--- src/hpx_defines.vh ---
// Purpose: constants for the host port halfword access block
// Assumes: included by hpx_host_port.v, the checker and the test bench, not by hpx_wbuf.v
// Notes:   host access codes, control bits, apb map, queue codes
`ifndef HPX_DEFINES_VH
`define HPX_DEFINES_VH

// host access select codes
`define HPX_SEL_CTRL     2'b00
`define HPX_SEL_ADDR     2'b01
`define HPX_SEL_DATA_INC 2'b10
`define HPX_SEL_DATA_FIX 2'b11

// control register bits
`define HPX_CTL_ORDER_BIT 0
`define HPX_CTL_BOOT_BIT  1
`define HPX_CTL_RST       2'b00

// transfer queue codes
`define HPX_QUEUE_HIGH 2'b01
`define HPX_QUEUE_MED  2'b10

// apb register byte offsets
`define HPX_REG_CFG    12'h000
`define HPX_REG_STATUS 12'h004
`define HPX_REG_ADDR   12'h008
`define HPX_REG_DATA   12'h00c

// configuration bits and reset value
`define HPX_CFG_WIDE_BIT 0
`define HPX_CFG_RST      1'b0

// address step of one word
`define HPX_ADDR_STEP 32'h0000_0004

`endif

--- src/hpx_wbuf.v ---
// Purpose: write buffer storage for wide autoincrement writes
// Assumes: one write and one read port, same clock
// Notes:   read data come out of a register one cycle after i_rd_en
`default_nettype none

module hpx_wbuf #(
  parameter W  = 36,
  parameter AW = 3
) (
  // clock and reset
  input  wire          i_clk,
  input  wire          i_rst_n,
  // write port
  input  wire          i_wr_en,
  input  wire [AW-1:0] i_wr_addr,
  input  wire [W-1:0]  i_wr_data,
  // read port
  input  wire          i_rd_en,
  input  wire [AW-1:0] i_rd_addr,
  output reg  [W-1:0]  o_rd_data
);

  reg [W-1:0] mem_r [0:(1<<AW)-1];

  always @(posedge i_clk) begin
    if (i_wr_en) begin
      mem_r[i_wr_addr] <= i_wr_data;
    end
  end

  always @(posedge i_clk or negedge i_rst_n) begin
    if (!i_rst_n) begin
      o_rd_data <= {W{1'b0}};
    end else if (i_rd_en) begin
      o_rd_data <= mem_r[i_rd_addr];
    end
  end

endmodule

`default_nettype wire

--- src/hpx_host_port.v ---
// Purpose: host port with halfword access, prefetch, write buffer, apb status
// Assumes: host pins are asynchronous; memory side is on i_clk
// Notes:   host waits for ready before its next strobe
`include "hpx_defines.vh"
`default_nettype none

module hpx_host_port #(
  parameter WBUF_AW = 3
) (
  // clock and reset
  input  wire        i_clk,
  input  wire        i_rst_n,
  // apb slave
  input  wire        i_psel,
  input  wire        i_penable,
  input  wire        i_pwrite,
  input  wire [11:0] i_paddr,
  input  wire [31:0] i_pwdata,
  output reg  [31:0] o_prdata,
  output wire        o_pready,
  output wire        o_pslverr,
  // host pins
  input  wire        i_host_chip_select_n,
  input  wire        i_host_strobe_n,
  input  wire        i_host_read_write,
  input  wire [1:0]  i_host_access_select,
  input  wire        i_halfword_select,
  input  wire [3:0]  i_host_byte_enables_n,
  input  wire [31:0] i_host_data,
  output reg  [31:0] o_host_data,
  output reg         o_host_data_oe,
  output reg         o_host_ready_n,
  // chip reset and boot
  input  wire        i_chip_rst_n,
  input  wire        i_boot_mode,
  output reg         o_core_hold,
  // memory request port
  output reg         o_mem_req,
  output reg         o_mem_write,
  output reg  [31:0] o_mem_addr,
  output reg  [31:0] o_mem_wdata,
  output reg  [3:0]  o_mem_be,
  output wire [1:0]  o_mem_queue,
  input  wire        i_mem_ack,
  input  wire [31:0] i_mem_rdata
);

  localparam SYN_W = 44;
  localparam [WBUF_AW:0] HALF_CNT = {2'b01, {(WBUF_AW-1){1'b0}}};

  localparam [2:0] S_IDLE  = 3'd0;
  localparam [2:0] S_RD    = 3'd1;
  localparam [2:0] S_WR    = 3'd2;
  localparam [2:0] S_PF    = 3'd3;
  localparam [2:0] S_FL_RD = 3'd4;
  localparam [2:0] S_FL_LD = 3'd5;
  localparam [2:0] S_FL_WR = 3'd6;

  // pin synchronisers
  reg  [SYN_W-1:0] syn1_r;
  reg  [SYN_W-1:0] syn2_r;
  wire [SYN_W-1:0] pins;
  assign pins = {i_host_chip_select_n, i_host_strobe_n, i_host_read_write,
                 i_host_access_select, i_halfword_select, i_host_byte_enables_n,
                 i_host_data, i_chip_rst_n, i_boot_mode};

  always @(posedge i_clk or negedge i_rst_n) begin
    if (!i_rst_n) begin
      syn1_r <= {{2{1'b1}}, {(SYN_W-2){1'b0}}};
      syn2_r <= {{2{1'b1}}, {(SYN_W-2){1'b0}}};
    end else begin
      syn1_r <= pins;
      syn2_r <= syn1_r;
    end
  end

  wire        cs_n_s  = syn2_r[43];
  wire        strb_s  = syn2_r[42];
  wire        rd_s    = syn2_r[41];
  wire [1:0]  sel_s   = syn2_r[40:39];
  wire        hsel_s  = syn2_r[38];
  wire [3:0]  be_n_s  = syn2_r[37:34];
  wire [31:0] hd_s    = syn2_r[33:2];
  wire        chip_run = syn2_r[1];
  wire        boot_s  = syn2_r[0];

  // state
  reg [2:0]         state_r;
  reg               strb_d_r;
  reg               cfg_wide_r;
  reg [1:0]         ctl_r;
  reg [31:0]        addr_r;
  reg [31:0]        data_r;
  reg [3:0]         be_n_r;
  reg               inc_after_r;
  reg               pf_pend_r;
  reg               pf_valid_r;
  reg [31:0]        pf_addr_r;
  reg [31:0]        pf_data_r;
  reg               boot_r;
  reg [WBUF_AW:0]   cnt_r;
  reg [WBUF_AW:0]   idx_r;
  reg [31:0]        base_r;

  wire        halfword_order_bit   = ctl_r[`HPX_CTL_ORDER_BIT];
  wire        upper  = ~(hsel_s ^ halfword_order_bit);
  wire        is_data = sel_s[1];
  wire        is_inc  = (sel_s == `HPX_SEL_DATA_INC);
  wire        fall   = strb_d_r & ~strb_s;
  // access taken only outside chip reset and when idle
  wire        acc    = fall & ~cs_n_s & chip_run & (state_r == S_IDLE);
  wire [15:0] half_in = hd_s[15:0];
  wire [31:0] ctl_word = {14'h0000, ctl_r, 14'h0000, ctl_r};

  // merged write word for a second halfword
  wire [31:0] data_mrg = upper ? {half_in, data_r[15:0]} : {data_r[31:16], half_in};
  wire [3:0]  be_mrg   = upper ? {be_n_s[1:0], be_n_r[1:0]} : {be_n_r[3:2], be_n_s[1:0]};

  // write buffer
  wire        wb_wr_en = acc & ~rd_s & is_inc & cfg_wide_r;
  wire        wb_rd_en = (state_r == S_FL_RD);
  wire [35:0] wb_rd_data;

  hpx_wbuf #(
    .W  (36),
    .AW (WBUF_AW)
  ) u_wbuf (
    .i_clk     (i_clk),
    .i_rst_n   (i_rst_n),
    .i_wr_en   (wb_wr_en),
    .i_wr_addr (cnt_r[WBUF_AW-1:0]),
    .i_wr_data ({be_n_s, hd_s}),
    .i_rd_en   (wb_rd_en),
    .i_rd_addr (idx_r[WBUF_AW-1:0]),
    .o_rd_data (wb_rd_data)
  );

  // queue choice follows the variant
  assign o_mem_queue = cfg_wide_r ? `HPX_QUEUE_MED : `HPX_QUEUE_HIGH;

  // main sequencer
  always @(posedge i_clk or negedge i_rst_n) begin
    if (!i_rst_n) begin
      state_r     <= S_IDLE;
      strb_d_r    <= 1'b1;
      ctl_r       <= `HPX_CTL_RST;
      addr_r      <= 32'h0000_0000;
      data_r      <= 32'h0000_0000;
      be_n_r      <= 4'hf;
      inc_after_r <= 1'b0;
      pf_pend_r   <= 1'b0;
      pf_valid_r  <= 1'b0;
      pf_addr_r   <= 32'h0000_0000;
      pf_data_r   <= 32'h0000_0000;
      boot_r      <= 1'b0;
      o_core_hold <= 1'b1;
      cnt_r       <= {(WBUF_AW+1){1'b0}};
      idx_r       <= {(WBUF_AW+1){1'b0}};
      base_r      <= 32'h0000_0000;
      o_mem_req   <= 1'b0;
      o_mem_write <= 1'b0;
      o_mem_addr  <= 32'h0000_0000;
      o_mem_wdata <= 32'h0000_0000;
      o_mem_be    <= 4'h0;
    end else begin
      strb_d_r <= strb_s;
      if (!chip_run) begin
        // chip reset: drop all work, catch boot strap, hold core
        state_r     <= S_IDLE;
        pf_pend_r   <= 1'b0;
        pf_valid_r  <= 1'b0;
        cnt_r       <= {(WBUF_AW+1){1'b0}};
        o_mem_req   <= 1'b0;
        boot_r      <= boot_s;
        o_core_hold <= 1'b1;
      end else begin
        if (!boot_r) begin
          o_core_hold <= 1'b0;
        end
        case (state_r)
          S_IDLE: begin
            if (acc) begin
              case (sel_s)
                `HPX_SEL_CTRL: begin
                  if (!rd_s) begin
                    // whole register whatever the halfword select
                    ctl_r <= half_in[1:0];
                    if (half_in[`HPX_CTL_BOOT_BIT]) begin
                      o_core_hold <= 1'b0;
                    end
                  end
                end
                `HPX_SEL_ADDR: begin
                  if (!rd_s) begin
                    if (cfg_wide_r) begin
                      addr_r <= hd_s;
                    end else if (upper) begin
                      addr_r[31:16] <= half_in;
                    end else begin
                      addr_r[15:0] <= half_in;
                    end
                    pf_pend_r  <= 1'b0;
                    pf_valid_r <= 1'b0;
                  end
                end
                default: begin
                  if (rd_s && (cfg_wide_r || !hsel_s)) begin
                    // first halfword launches the read unless the prefetch holds this address
                    pf_pend_r   <= 1'b0;
                    inc_after_r <= cfg_wide_r & is_inc;
                    if (pf_valid_r && pf_addr_r == addr_r) begin
                      data_r     <= pf_data_r;
                      pf_valid_r <= 1'b0;
                      if (cfg_wide_r && is_inc) begin
                        addr_r    <= addr_r + `HPX_ADDR_STEP;
                        pf_pend_r <= 1'b1;
                      end
                    end else begin
                      pf_valid_r  <= 1'b0;
                      o_mem_req   <= 1'b1;
                      o_mem_write <= 1'b0;
                      o_mem_addr  <= addr_r;
                      state_r     <= S_RD;
                    end
                  end else if (rd_s) begin
                    // second halfword read: only now may prefetch begin
                    if (is_inc) begin
                      addr_r    <= addr_r + `HPX_ADDR_STEP;
                      pf_pend_r <= 1'b1;
                    end
                  end else if (cfg_wide_r && is_inc) begin
                    // copied into the buffer at once, no busy unless it brings the count to half the buffer
                    if (cnt_r == {(WBUF_AW+1){1'b0}}) begin
                      base_r <= addr_r;
                    end
                    addr_r <= addr_r + `HPX_ADDR_STEP;
                    cnt_r  <= cnt_r + 1'b1;
                    if (cnt_r + 1'b1 == HALF_CNT) begin
                      idx_r   <= {(WBUF_AW+1){1'b0}};
                      state_r <= S_FL_RD;
                    end
                  end else if (cfg_wide_r) begin
                    o_mem_req   <= 1'b1;
                    o_mem_write <= 1'b1;
                    o_mem_addr  <= addr_r;
                    o_mem_wdata <= hd_s;
                    o_mem_be    <= ~be_n_s;
                    inc_after_r <= 1'b0;
                    state_r     <= S_WR;
                  end else if (!hsel_s) begin
                    // first halfword only stored
                    if (upper) begin
                      data_r[31:16] <= half_in;
                      be_n_r[3:2]   <= be_n_s[1:0];
                    end else begin
                      data_r[15:0]  <= half_in;
                      be_n_r[1:0]   <= be_n_s[1:0];
                    end
                  end else begin
                    // second halfword launches the write
                    data_r      <= data_mrg;
                    be_n_r      <= be_mrg;
                    o_mem_req   <= 1'b1;
                    o_mem_write <= 1'b1;
                    o_mem_addr  <= addr_r;
                    o_mem_wdata <= data_mrg;
                    o_mem_be    <= ~be_mrg;
                    inc_after_r <= is_inc;
                    state_r     <= S_WR;
                  end
                end
              endcase
            end else if (cs_n_s && cnt_r != {(WBUF_AW+1){1'b0}}) begin
              // write cycle ended: service the buffer
              idx_r   <= {(WBUF_AW+1){1'b0}};
              state_r <= S_FL_RD;
            end else if (pf_pend_r) begin
              pf_pend_r   <= 1'b0;
              pf_addr_r   <= addr_r;
              o_mem_req   <= 1'b1;
              o_mem_write <= 1'b0;
              o_mem_addr  <= addr_r;
              state_r     <= S_PF;
            end
          end
          S_RD: begin
            if (i_mem_ack) begin
              o_mem_req <= 1'b0;
              data_r    <= i_mem_rdata;
              state_r   <= S_IDLE;
              if (inc_after_r) begin
                addr_r    <= addr_r + `HPX_ADDR_STEP;
                pf_pend_r <= 1'b1;
              end
            end
          end
          S_WR: begin
            if (i_mem_ack) begin
              o_mem_req <= 1'b0;
              state_r   <= S_IDLE;
              if (inc_after_r) begin
                addr_r <= addr_r + `HPX_ADDR_STEP;
              end
            end
          end
          S_PF: begin
            if (i_mem_ack) begin
              o_mem_req  <= 1'b0;
              pf_data_r  <= i_mem_rdata;
              pf_valid_r <= 1'b1;
              state_r    <= S_IDLE;
            end
          end
          S_FL_RD: begin
            state_r <= S_FL_LD;
          end
          S_FL_LD: begin
            o_mem_req   <= 1'b1;
            o_mem_write <= 1'b1;
            o_mem_addr  <= base_r + {{(30-WBUF_AW-1){1'b0}}, idx_r, 2'b00};
            o_mem_wdata <= wb_rd_data[31:0];
            o_mem_be    <= ~wb_rd_data[35:32];
            state_r     <= S_FL_WR;
          end
          S_FL_WR: begin
            if (i_mem_ack) begin
              o_mem_req <= 1'b0;
              if (idx_r + 1'b1 == cnt_r) begin
                cnt_r   <= {(WBUF_AW+1){1'b0}};
                state_r <= S_IDLE;
              end else begin
                idx_r   <= idx_r + 1'b1;
                state_r <= S_FL_RD;
              end
            end
          end
          default: begin
            state_r <= S_IDLE;
          end
        endcase
      end
    end
  end

  // a buffered wide write short of half the buffer or a stored first half keeps ready active
  wire is_inc_wr_ok = ~rd_s & ((cfg_wide_r & is_inc & (cnt_r + 1'b1 != HALF_CNT)) | (~cfg_wide_r & ~hsel_s))
                      | rd_s & ~cfg_wide_r & hsel_s | rd_s & pf_valid_r & (pf_addr_r == addr_r);

  // host read data, data enable and ready
  wire [31:0] rd_word = (sel_s == `HPX_SEL_CTRL) ? ctl_word :
                        (sel_s == `HPX_SEL_ADDR) ? addr_r : data_r;

  always @(posedge i_clk or negedge i_rst_n) begin
    if (!i_rst_n) begin
      o_host_data    <= 32'h0000_0000;
      o_host_data_oe <= 1'b0;
      o_host_ready_n <= 1'b1;
    end else begin
      if (cfg_wide_r) begin
        o_host_data <= rd_word;
      end else if (upper) begin
        o_host_data <= {16'h0000, rd_word[31:16]};
      end else begin
        o_host_data <= {16'h0000, rd_word[15:0]};
      end
      o_host_data_oe <= ~cs_n_s & ~strb_s & rd_s & chip_run;
      if (!chip_run) begin
        o_host_ready_n <= ~cs_n_s;
      end else begin
        o_host_ready_n <= (state_r != S_IDLE) | acc & is_data & ~is_inc_wr_ok;
      end
    end
  end

  // apb slave
  wire apb_setup = i_psel & ~i_penable;
  wire apb_wr    = i_psel & i_penable & i_pwrite;
  wire mapped    = (i_paddr == `HPX_REG_CFG) | (i_paddr == `HPX_REG_STATUS) |
                   (i_paddr == `HPX_REG_ADDR) | (i_paddr == `HPX_REG_DATA);

  assign o_pready  = 1'b1;
  assign o_pslverr = i_psel & i_penable & ~mapped;

  wire [31:0] status_word = {16'h0000, {(7-WBUF_AW){1'b0}}, cnt_r,
                             boot_r, o_core_hold, ~chip_run, pf_valid_r, pf_pend_r, state_r};

  always @(posedge i_clk or negedge i_rst_n) begin
    if (!i_rst_n) begin
      cfg_wide_r <= `HPX_CFG_RST;
      o_prdata   <= 32'h0000_0000;
    end else begin
      if (apb_wr && i_paddr == `HPX_REG_CFG) begin
        cfg_wide_r <= i_pwdata[`HPX_CFG_WIDE_BIT];
      end
      if (apb_setup) begin
        case (i_paddr)
          `HPX_REG_CFG:    o_prdata <= {31'h0000_0000, cfg_wide_r};
          `HPX_REG_STATUS: o_prdata <= status_word;
          `HPX_REG_ADDR:   o_prdata <= addr_r;
          `HPX_REG_DATA:   o_prdata <= data_r;
          default:         o_prdata <= 32'h0000_0000;
        endcase
      end
    end
  end

endmodule

`default_nettype wire

--- config.mk ---
export PLATFORM = sky130hd
export DESIGN_NAME = hpx_host_port
export DESIGN_NICKNAME = d
export VERILOG_FILES = /design/src/hpx_wbuf.v /design/src/hpx_host_port.v
export VERILOG_INCLUDE_DIRS = /design/src
export SDC_FILE = /design/constraint.sdc
export NUM_CORES = 1
export LEC_CHECK = 0
export BUFFER_PORTS_ARGS = -buffer_cell sky130_fd_sc_hd__buf_2
export CAP_MARGIN = 20
export CORE_ASPECT_RATIO = 0.7
export CORE_MARGIN = 2
export CORE_UTILIZATION = 60
export DETAILED_ROUTE_END_ITERATION = 10
export PLACE_DENSITY = 0.8
export SETUP_SLACK_MARGIN = 0.2
export SLEW_MARGIN = 15
export SYNTH_ARGS = -nofsm -noshare
export SYNTH_HDL_FRONTEND = slang
export SYNTH_SLANG_ARGS = --single-unit
--- constraint.sdc ---
create_clock -name i_clk -period 13.6 [get_ports i_clk]
set_clock_uncertainty 0.05 [all_clocks]
set_input_delay 0.68 -clock i_clk [delete_from_list [all_inputs] [get_ports i_clk]]
set_output_delay 0.68 -clock i_clk [all_outputs]
set_load 0.1 [all_outputs]
# After elaboration in Yosys (flattened, before gate mapping)
# Memory sizes are Yosys's and may differ from the RTL's. A register that Yosys moved wholly into a read port is not among the register bits.
# Index checks and enable logic that the tools add are counted.
op_classes:
  n_reduce_logical: 43
  n_lt_le_gt_ge: 0
  addsub: 4
  n_mux: 151
  shift: 0
  eq_ne: 86
  multipliers: 0
  div_mod_pow: 0
  n_bitwise: 49
op_table:
  columns: ["cell", "n"]
  rows:
  - ["32-bit two-way mux", 40]
  - ["32-bit one-hot mux with 2 select lines", 5]
  - ["32-bit one-hot mux with 4 select lines", 1]
  - ["4-bit two-way mux", 26]
  - ["3-bit inequality test, second input constant", 20]
  - ["10-bit AND reduction", 5]
  - ["1-bit two-way mux", 48]
  - ["16-bit two-way mux", 3]
  - ["3-bit two-way mux", 15]
  - ["8-bit AND reduction", 5]
  - ["4-bit inequality test, second input constant", 9]
  - ["9-bit AND reduction", 4]
  - ["32-bit by 3-bit adder with 32-bit output, second input constant", 1]
  - ["32-bit by 6-bit adder with 32-bit output", 1]
  - ["32-bit == test", 1]
  - ["1-bit AND", 24]
  - ["12-bit by 4-bit == test with 1-bit output, second input constant", 2]
  - ["4-bit one-hot mux with 2 select lines", 3]
  - ["2-bit inequality test, second input constant", 11]
  - ["3-bit by 2-bit inequality test with 1-bit output, second input constant", 7]
  - ["4-bit by 3-bit inequality test with 1-bit output, second input constant", 5]
  - ["5-bit by 4-bit inequality test with 1-bit output, second input constant", 3]
  - ["5-bit inequality test, second input constant", 3]
  - ["3-bit one-hot mux with 5 select lines", 1]
  - ["39 further kinds", 90]
totals:
  memories: 1
  word_cells: 365
  ramBits: 288
  out_inout_bits: 141
  ff_bits: 408
  input_bits: 126
  latch_bits: 0
  romBits: 0
memory_table:
  columns: ["name", "depth", "word_bits", "rd", "rd_ports_with_merged_regs", "wr", "line", "rtl"]
  rows:
  - ["u_wbuf.mem_r", 8, 36, 1, 1, 1, "hpx_wbuf.v:23", "reg [W-1:0] mem_r [0:(1<<AW)-1];"]

# Longest topological paths before layout
logic_depth:
  word_depth: 11
  mapped_depth: 14
  mapped_depth_nobuf: 9

# By module
# Synthesis repeated with hierarchy kept, for this count alone.
unflattened:
  hier_cells: 2803
  area_unflattened_um2: 33532.2
by_module_without_submodules:
  columns: ["module", "area_per_inst_um2", "seq_area_each_um2", "cells_per_inst", "instances"]
  rows:
  - ["hpx_host_port", 20917.6, 10223.6, 2092, 1]
  - ["hpx_wbuf", 12614.6, 9549.2, 711, 1]

# Worst setup path after synthesis
# Ideal clock, no wire load.
synth_timing:
  path_kind: "reg2reg"
  startpoint: "register state_r[0]"
  endpoint: "memory u_wbuf.mem_r[0][0] (enable)"
  slack_ns: 8.004
  arrival_time_ns: 5.027
  period_less_slack_ns: 5.596
  path_stages_with_launch: 7
  path_cell_list: "dfrtp_1 buf_6 or3_1 buf_2 or4_4 buf_6 nor4_1"
synth_between:
  elab_chain_len: 7
synth_rtl:
  columns: ["element", "line", "rtl"]
  rows:
  - ["from (decl)", "hpx_host_port.v:88", "reg [2:0] state_r;"]
  - ["from (signal assigned)", "hpx_host_port.v:144", "state_r <= S_IDLE;"]
  - ["from (signal assigned)", "hpx_host_port.v:169", "state_r <= S_IDLE;"]
  - ["from (signal assigned)", "hpx_host_port.v:223", "state_r <= S_RD;"]
  - ["3-bit zero test", "hpx_host_port.v:111", "wire acc = fall & ~cs_n_s & chip_run & (state_r == S_IDLE);"]
  - ["1-bit AND", "hpx_host_port.v:111", null]
  - ["1-bit AND (3 in series)", "hpx_host_port.v:120", "wire wb_wr_en = acc & ~rd_s & is_inc & cfg_wide_r;"]
  - ["1-bit two-way mux", "hpx_wbuf.v:26", "if (i_wr_en) begin"]
  - ["1-bit two-way mux (implied by the code)", "hpx_wbuf.v:27", "mem_r[i_wr_addr] <= i_wr_data;"]
  - ["to (decl)", "hpx_wbuf.v:23", null]
# Every way passes these cells.

# Worst setup path in the final report
layout_timing:
  startpoint: "register state_r[1]"
  endpoint: "memory u_wbuf.mem_r[7][13] (enable)"
# Same word-level chain as after synthesis.

==> metrics.txt <==
Highest Clock Rate about 260 MHz; Placed Cells incl. Taps 3371; part of the Yosys area used for sequential elements around three fifths; CP endpoint kind flop; Finished Layout Cells around 3500; Row Count 70; Max Transition Viols Final 0; Routed WL per cell approximately 28 µm; CP max stage cell nor3_1; CTS buffer count 69; overflow left after global routing 0; max_cap viols 0; Syn Inst Count between 2000 and 3000; die height between 150 and 200 µm; worst path cell trace nor3_1, nand2_1, nor3_1, nand2_1, nor2_4, buf_4; pre-CTS setup slack just under 10 ns; Syn Nets ~2700; Crit Reg-Reg Endpoint u_wbuf.mem_r[7][13]; share of cells above drive strength 1 22.34%; Initial DRC Count ~3800; post-cts gate resize count 0; Avg Inst Size Synth 12.26 µm²; flop2flop setup slack 9.72 ns; first-pass GRT wire length between 100 and 150 mm; Die Wd about 280 µm; Hold-fix buffers, CTS 0; crit path to u_wbuf.mem_r[7][13]; area grow syn2layout 13.02%; post-synth cell types 71; number of vias per cell ~6.7; H-tree level count 3; VDD IR max 0.0001760 V; Worst-Margin Slew 1.062 ns; Hold Violations, Final 0; status finished clean; synth top area cells dfrtp_1 (34%), edfxtp_1 (27%), mux4_2 (5.1%); Total Power approximately 7 mW; nets@finish approximately 2900; Seq cells post-synth 732; Leakage Power 14.62 nW; core area 52380 µm²; Yosys warnings 0; kind of critical path reg2reg; Post-synth EDFFs 288; I/O Buffers 234; Syn Std Cell Area 31920 µm²; initial antenna violation count 0; Clock Path Buffers 3; Worst R2R Start state_r[1]; Hold Slack 0.01048 ns; main flop type after synthesis dfrtp_1; worst path arrival time about 4.1 ns; Final HPWL DP 64.46 mm; Power Density between 150 and 200 nW/µm²; CTS tree built; largest net degree at the start of global routing 151; most common cell in the synthesized netlist dfrtp_1; DRC viols 0; max incr delay on CP between 0.7 and 0.8 ns; final period utilization 28.55%; setup bufs post-CTS 0; Worst Path Max Fanout 35; GRT Util Overall approximately 36%; antenna viol nets, final 0; total number of vias 23489; Root Buffer clkbuf_16; final wirelength 98.00 mm; Max-slew headroom between 20 and 30%; routability cong. ~1.0; worst min path class in2async; Synth top cells by count dfrtp_1 (433), edfxtp_1 (288), nand2_1 (264); Clk pin slew, worst setup/hold paths 0.06 ns; final setup margin 9.717 ns; Initial Utilization 60.95%; FFs w/ async S/R, synth 60.66%; Worst Setup SP state_r[1]; Setup crit start kind flop; final setup vio count 0; RSZ-0062 raised after global routing false; setup TNS 0 ns; CTS Sinks 732; share of the synthesized area in the top cell type 33.94%; vias in the first global route 22628; Final min period 3.883 ns; I/O pins approximately 270; Req. time, crit path 13.80 ns; die area 55100 µm²; ant diodes 0; Pre-antenna DRT Iters 6; Yosys top cell by area dfrtp_1; later-pin clock latency in the skew report 0.63 ns; R2R depth 6
==> critical path, delay by kind of cell, from the launching register on <==
family        cells  cell delay, ns
simple gates      5            2.19
buf+inv           1            0.56
flops             1            0.68
==> where the power goes <==
| part | internal, mW | total, mW | switching (mW) | leakage [nW] |
|---|---|---|---|---|
| sequential | 2.61 | 3.03 | 0.415 | 8.23 |
| clock | 1.14 | 1.99 | 0.846 | 1.15 |
| combinational | 0.491 | 1.97 | 1.48 | 5.23 |
==> state kept, by name, indices dropped and copies added, names as in the netlist, 3 cells and up <==
signal / flops
syn1_r: 44
u_wbuf.o_rd_data: 36
o_host_data: 32
o_prdata: 32
o_mem_addr: 32
o_mem_wdata: 32
pf_addr_r: 32
data_r: 32
base_r: 32
be_n_r: 4
o_mem_be: 4
cnt_r: 4
addr_r: 32
pf_data_r: 32
idx_r: 4
syn2_r: 44
u_wbuf.mem_r: 288
state_r: 3
==> through the flow <==
stage / utilization (%) / instance area (µm²)
2_1_floorplan: - / 31920
3_3_place_gp: 64.35 / 33700
3_5_place_dp: 64.38 / 33720
4_1_cts: 68.84 / 36050
5_1_grt: 68.89 / 36080
6_report: 68.89 / 36080
==> routing by layer <==
| metal | wire (µm) | vias to the layer above | track usage [%] |
|---|---|---|---|
| met1 | 38870 | 11793 | 52.38 |
| met5 | 0 | - | 0 |
| met2 | 42590 | 1620 | 51.68 |
| li1 | - | 9854 | - |
| met4 | 3536 | 0 | 12.54 |
| met3 | 13000 | 222 | 10.69 |
==> cell families (layout without fill, tap and decap cells) <==
group	Yosys count	in the layout	synth area share, %
buffers and inverters	229	441	2.818
AOI/OAI and AO/OA	615	615	11.29
xor gates and xnor gates	69	69	1.893
and+or+nand+nor	663	663	9.347
other	1	1	0.01175
muxes	283	283	12.25
DFF	732	732	61.94
adders and majority gates	11	11	0.4546
==> area by class of cell <==
| cell class | instances | area, µm² |
|---|---|---|
| sequential | 732 | 19780 |
| fill | 3612 | 16290 |
| multi-input combinational | 1642 | 11380 |
| clock buffer | 103 | 2081 |
| timing repair buffer | 294 | 1659 |
| tap | 684 | 855.8 |
| clock inverter | 24 | 254.0 |
| inverter | 20 | 75.07 |
==> layout by cell type, fill, tap and decap left out, types with 6 or more instances in the layout <==
cell type	Yosys	routed
a211oi_1	18	18
a21oi_1	224	223
a221o_1	6	6
a22oi_1	38	38
a311oi_1	31	31
a31oi_1	15	15
and2_1	16	16
and3_1	24	24
buf_2	2	233
buf_4	2	57
clkbuf_1	183	17
clkbuf_16	0	74
clkbuf_8	0	12
clkinv_2	0	13
dfrtp_1	433	429
dfstp_2	11	11
edfxtp_1	288	288
ha_1	10	9
inv_1	19	19
mux2_2	100	100
mux2_4	8	8
mux2i_1	102	102
mux4_2	73	73
nand2_1	264	263
nand2b_1	10	9
nand3_1	53	53
nand4_1	11	11
nor2_1	185	180
nor3_1	30	25
nor4_1	22	21
nor4b_1	6	6
o21ai_0	206	205
o22ai_1	13	12
o31ai_1	19	19
or3_1	12	12
xnor2_1	22	22
xor2_1	47	47
==> worst min path at each step <==
| stage | startpoint | depth (start not counted) | endpoint | slack, ns |
|---|---|---|---|---|
| global route | i_rst_n | 1 | syn1_r[29] | 0.05 |
| detailed placement | syn1_r[17] | 0 | syn2_r[17] | 0.28 |
| CTS | i_rst_n | 1 | syn2_r[36] | 0.009 |
| global placement | syn1_r[3] | 0 | syn2_r[3] | 0.28 |
| finish | i_rst_n | 1 | syn1_r[27] | 0.01 |
| floorplan | syn1_r[0] | 0 | syn2_r[0] | 0.28 |
Power figures use the tool's default switching activity.
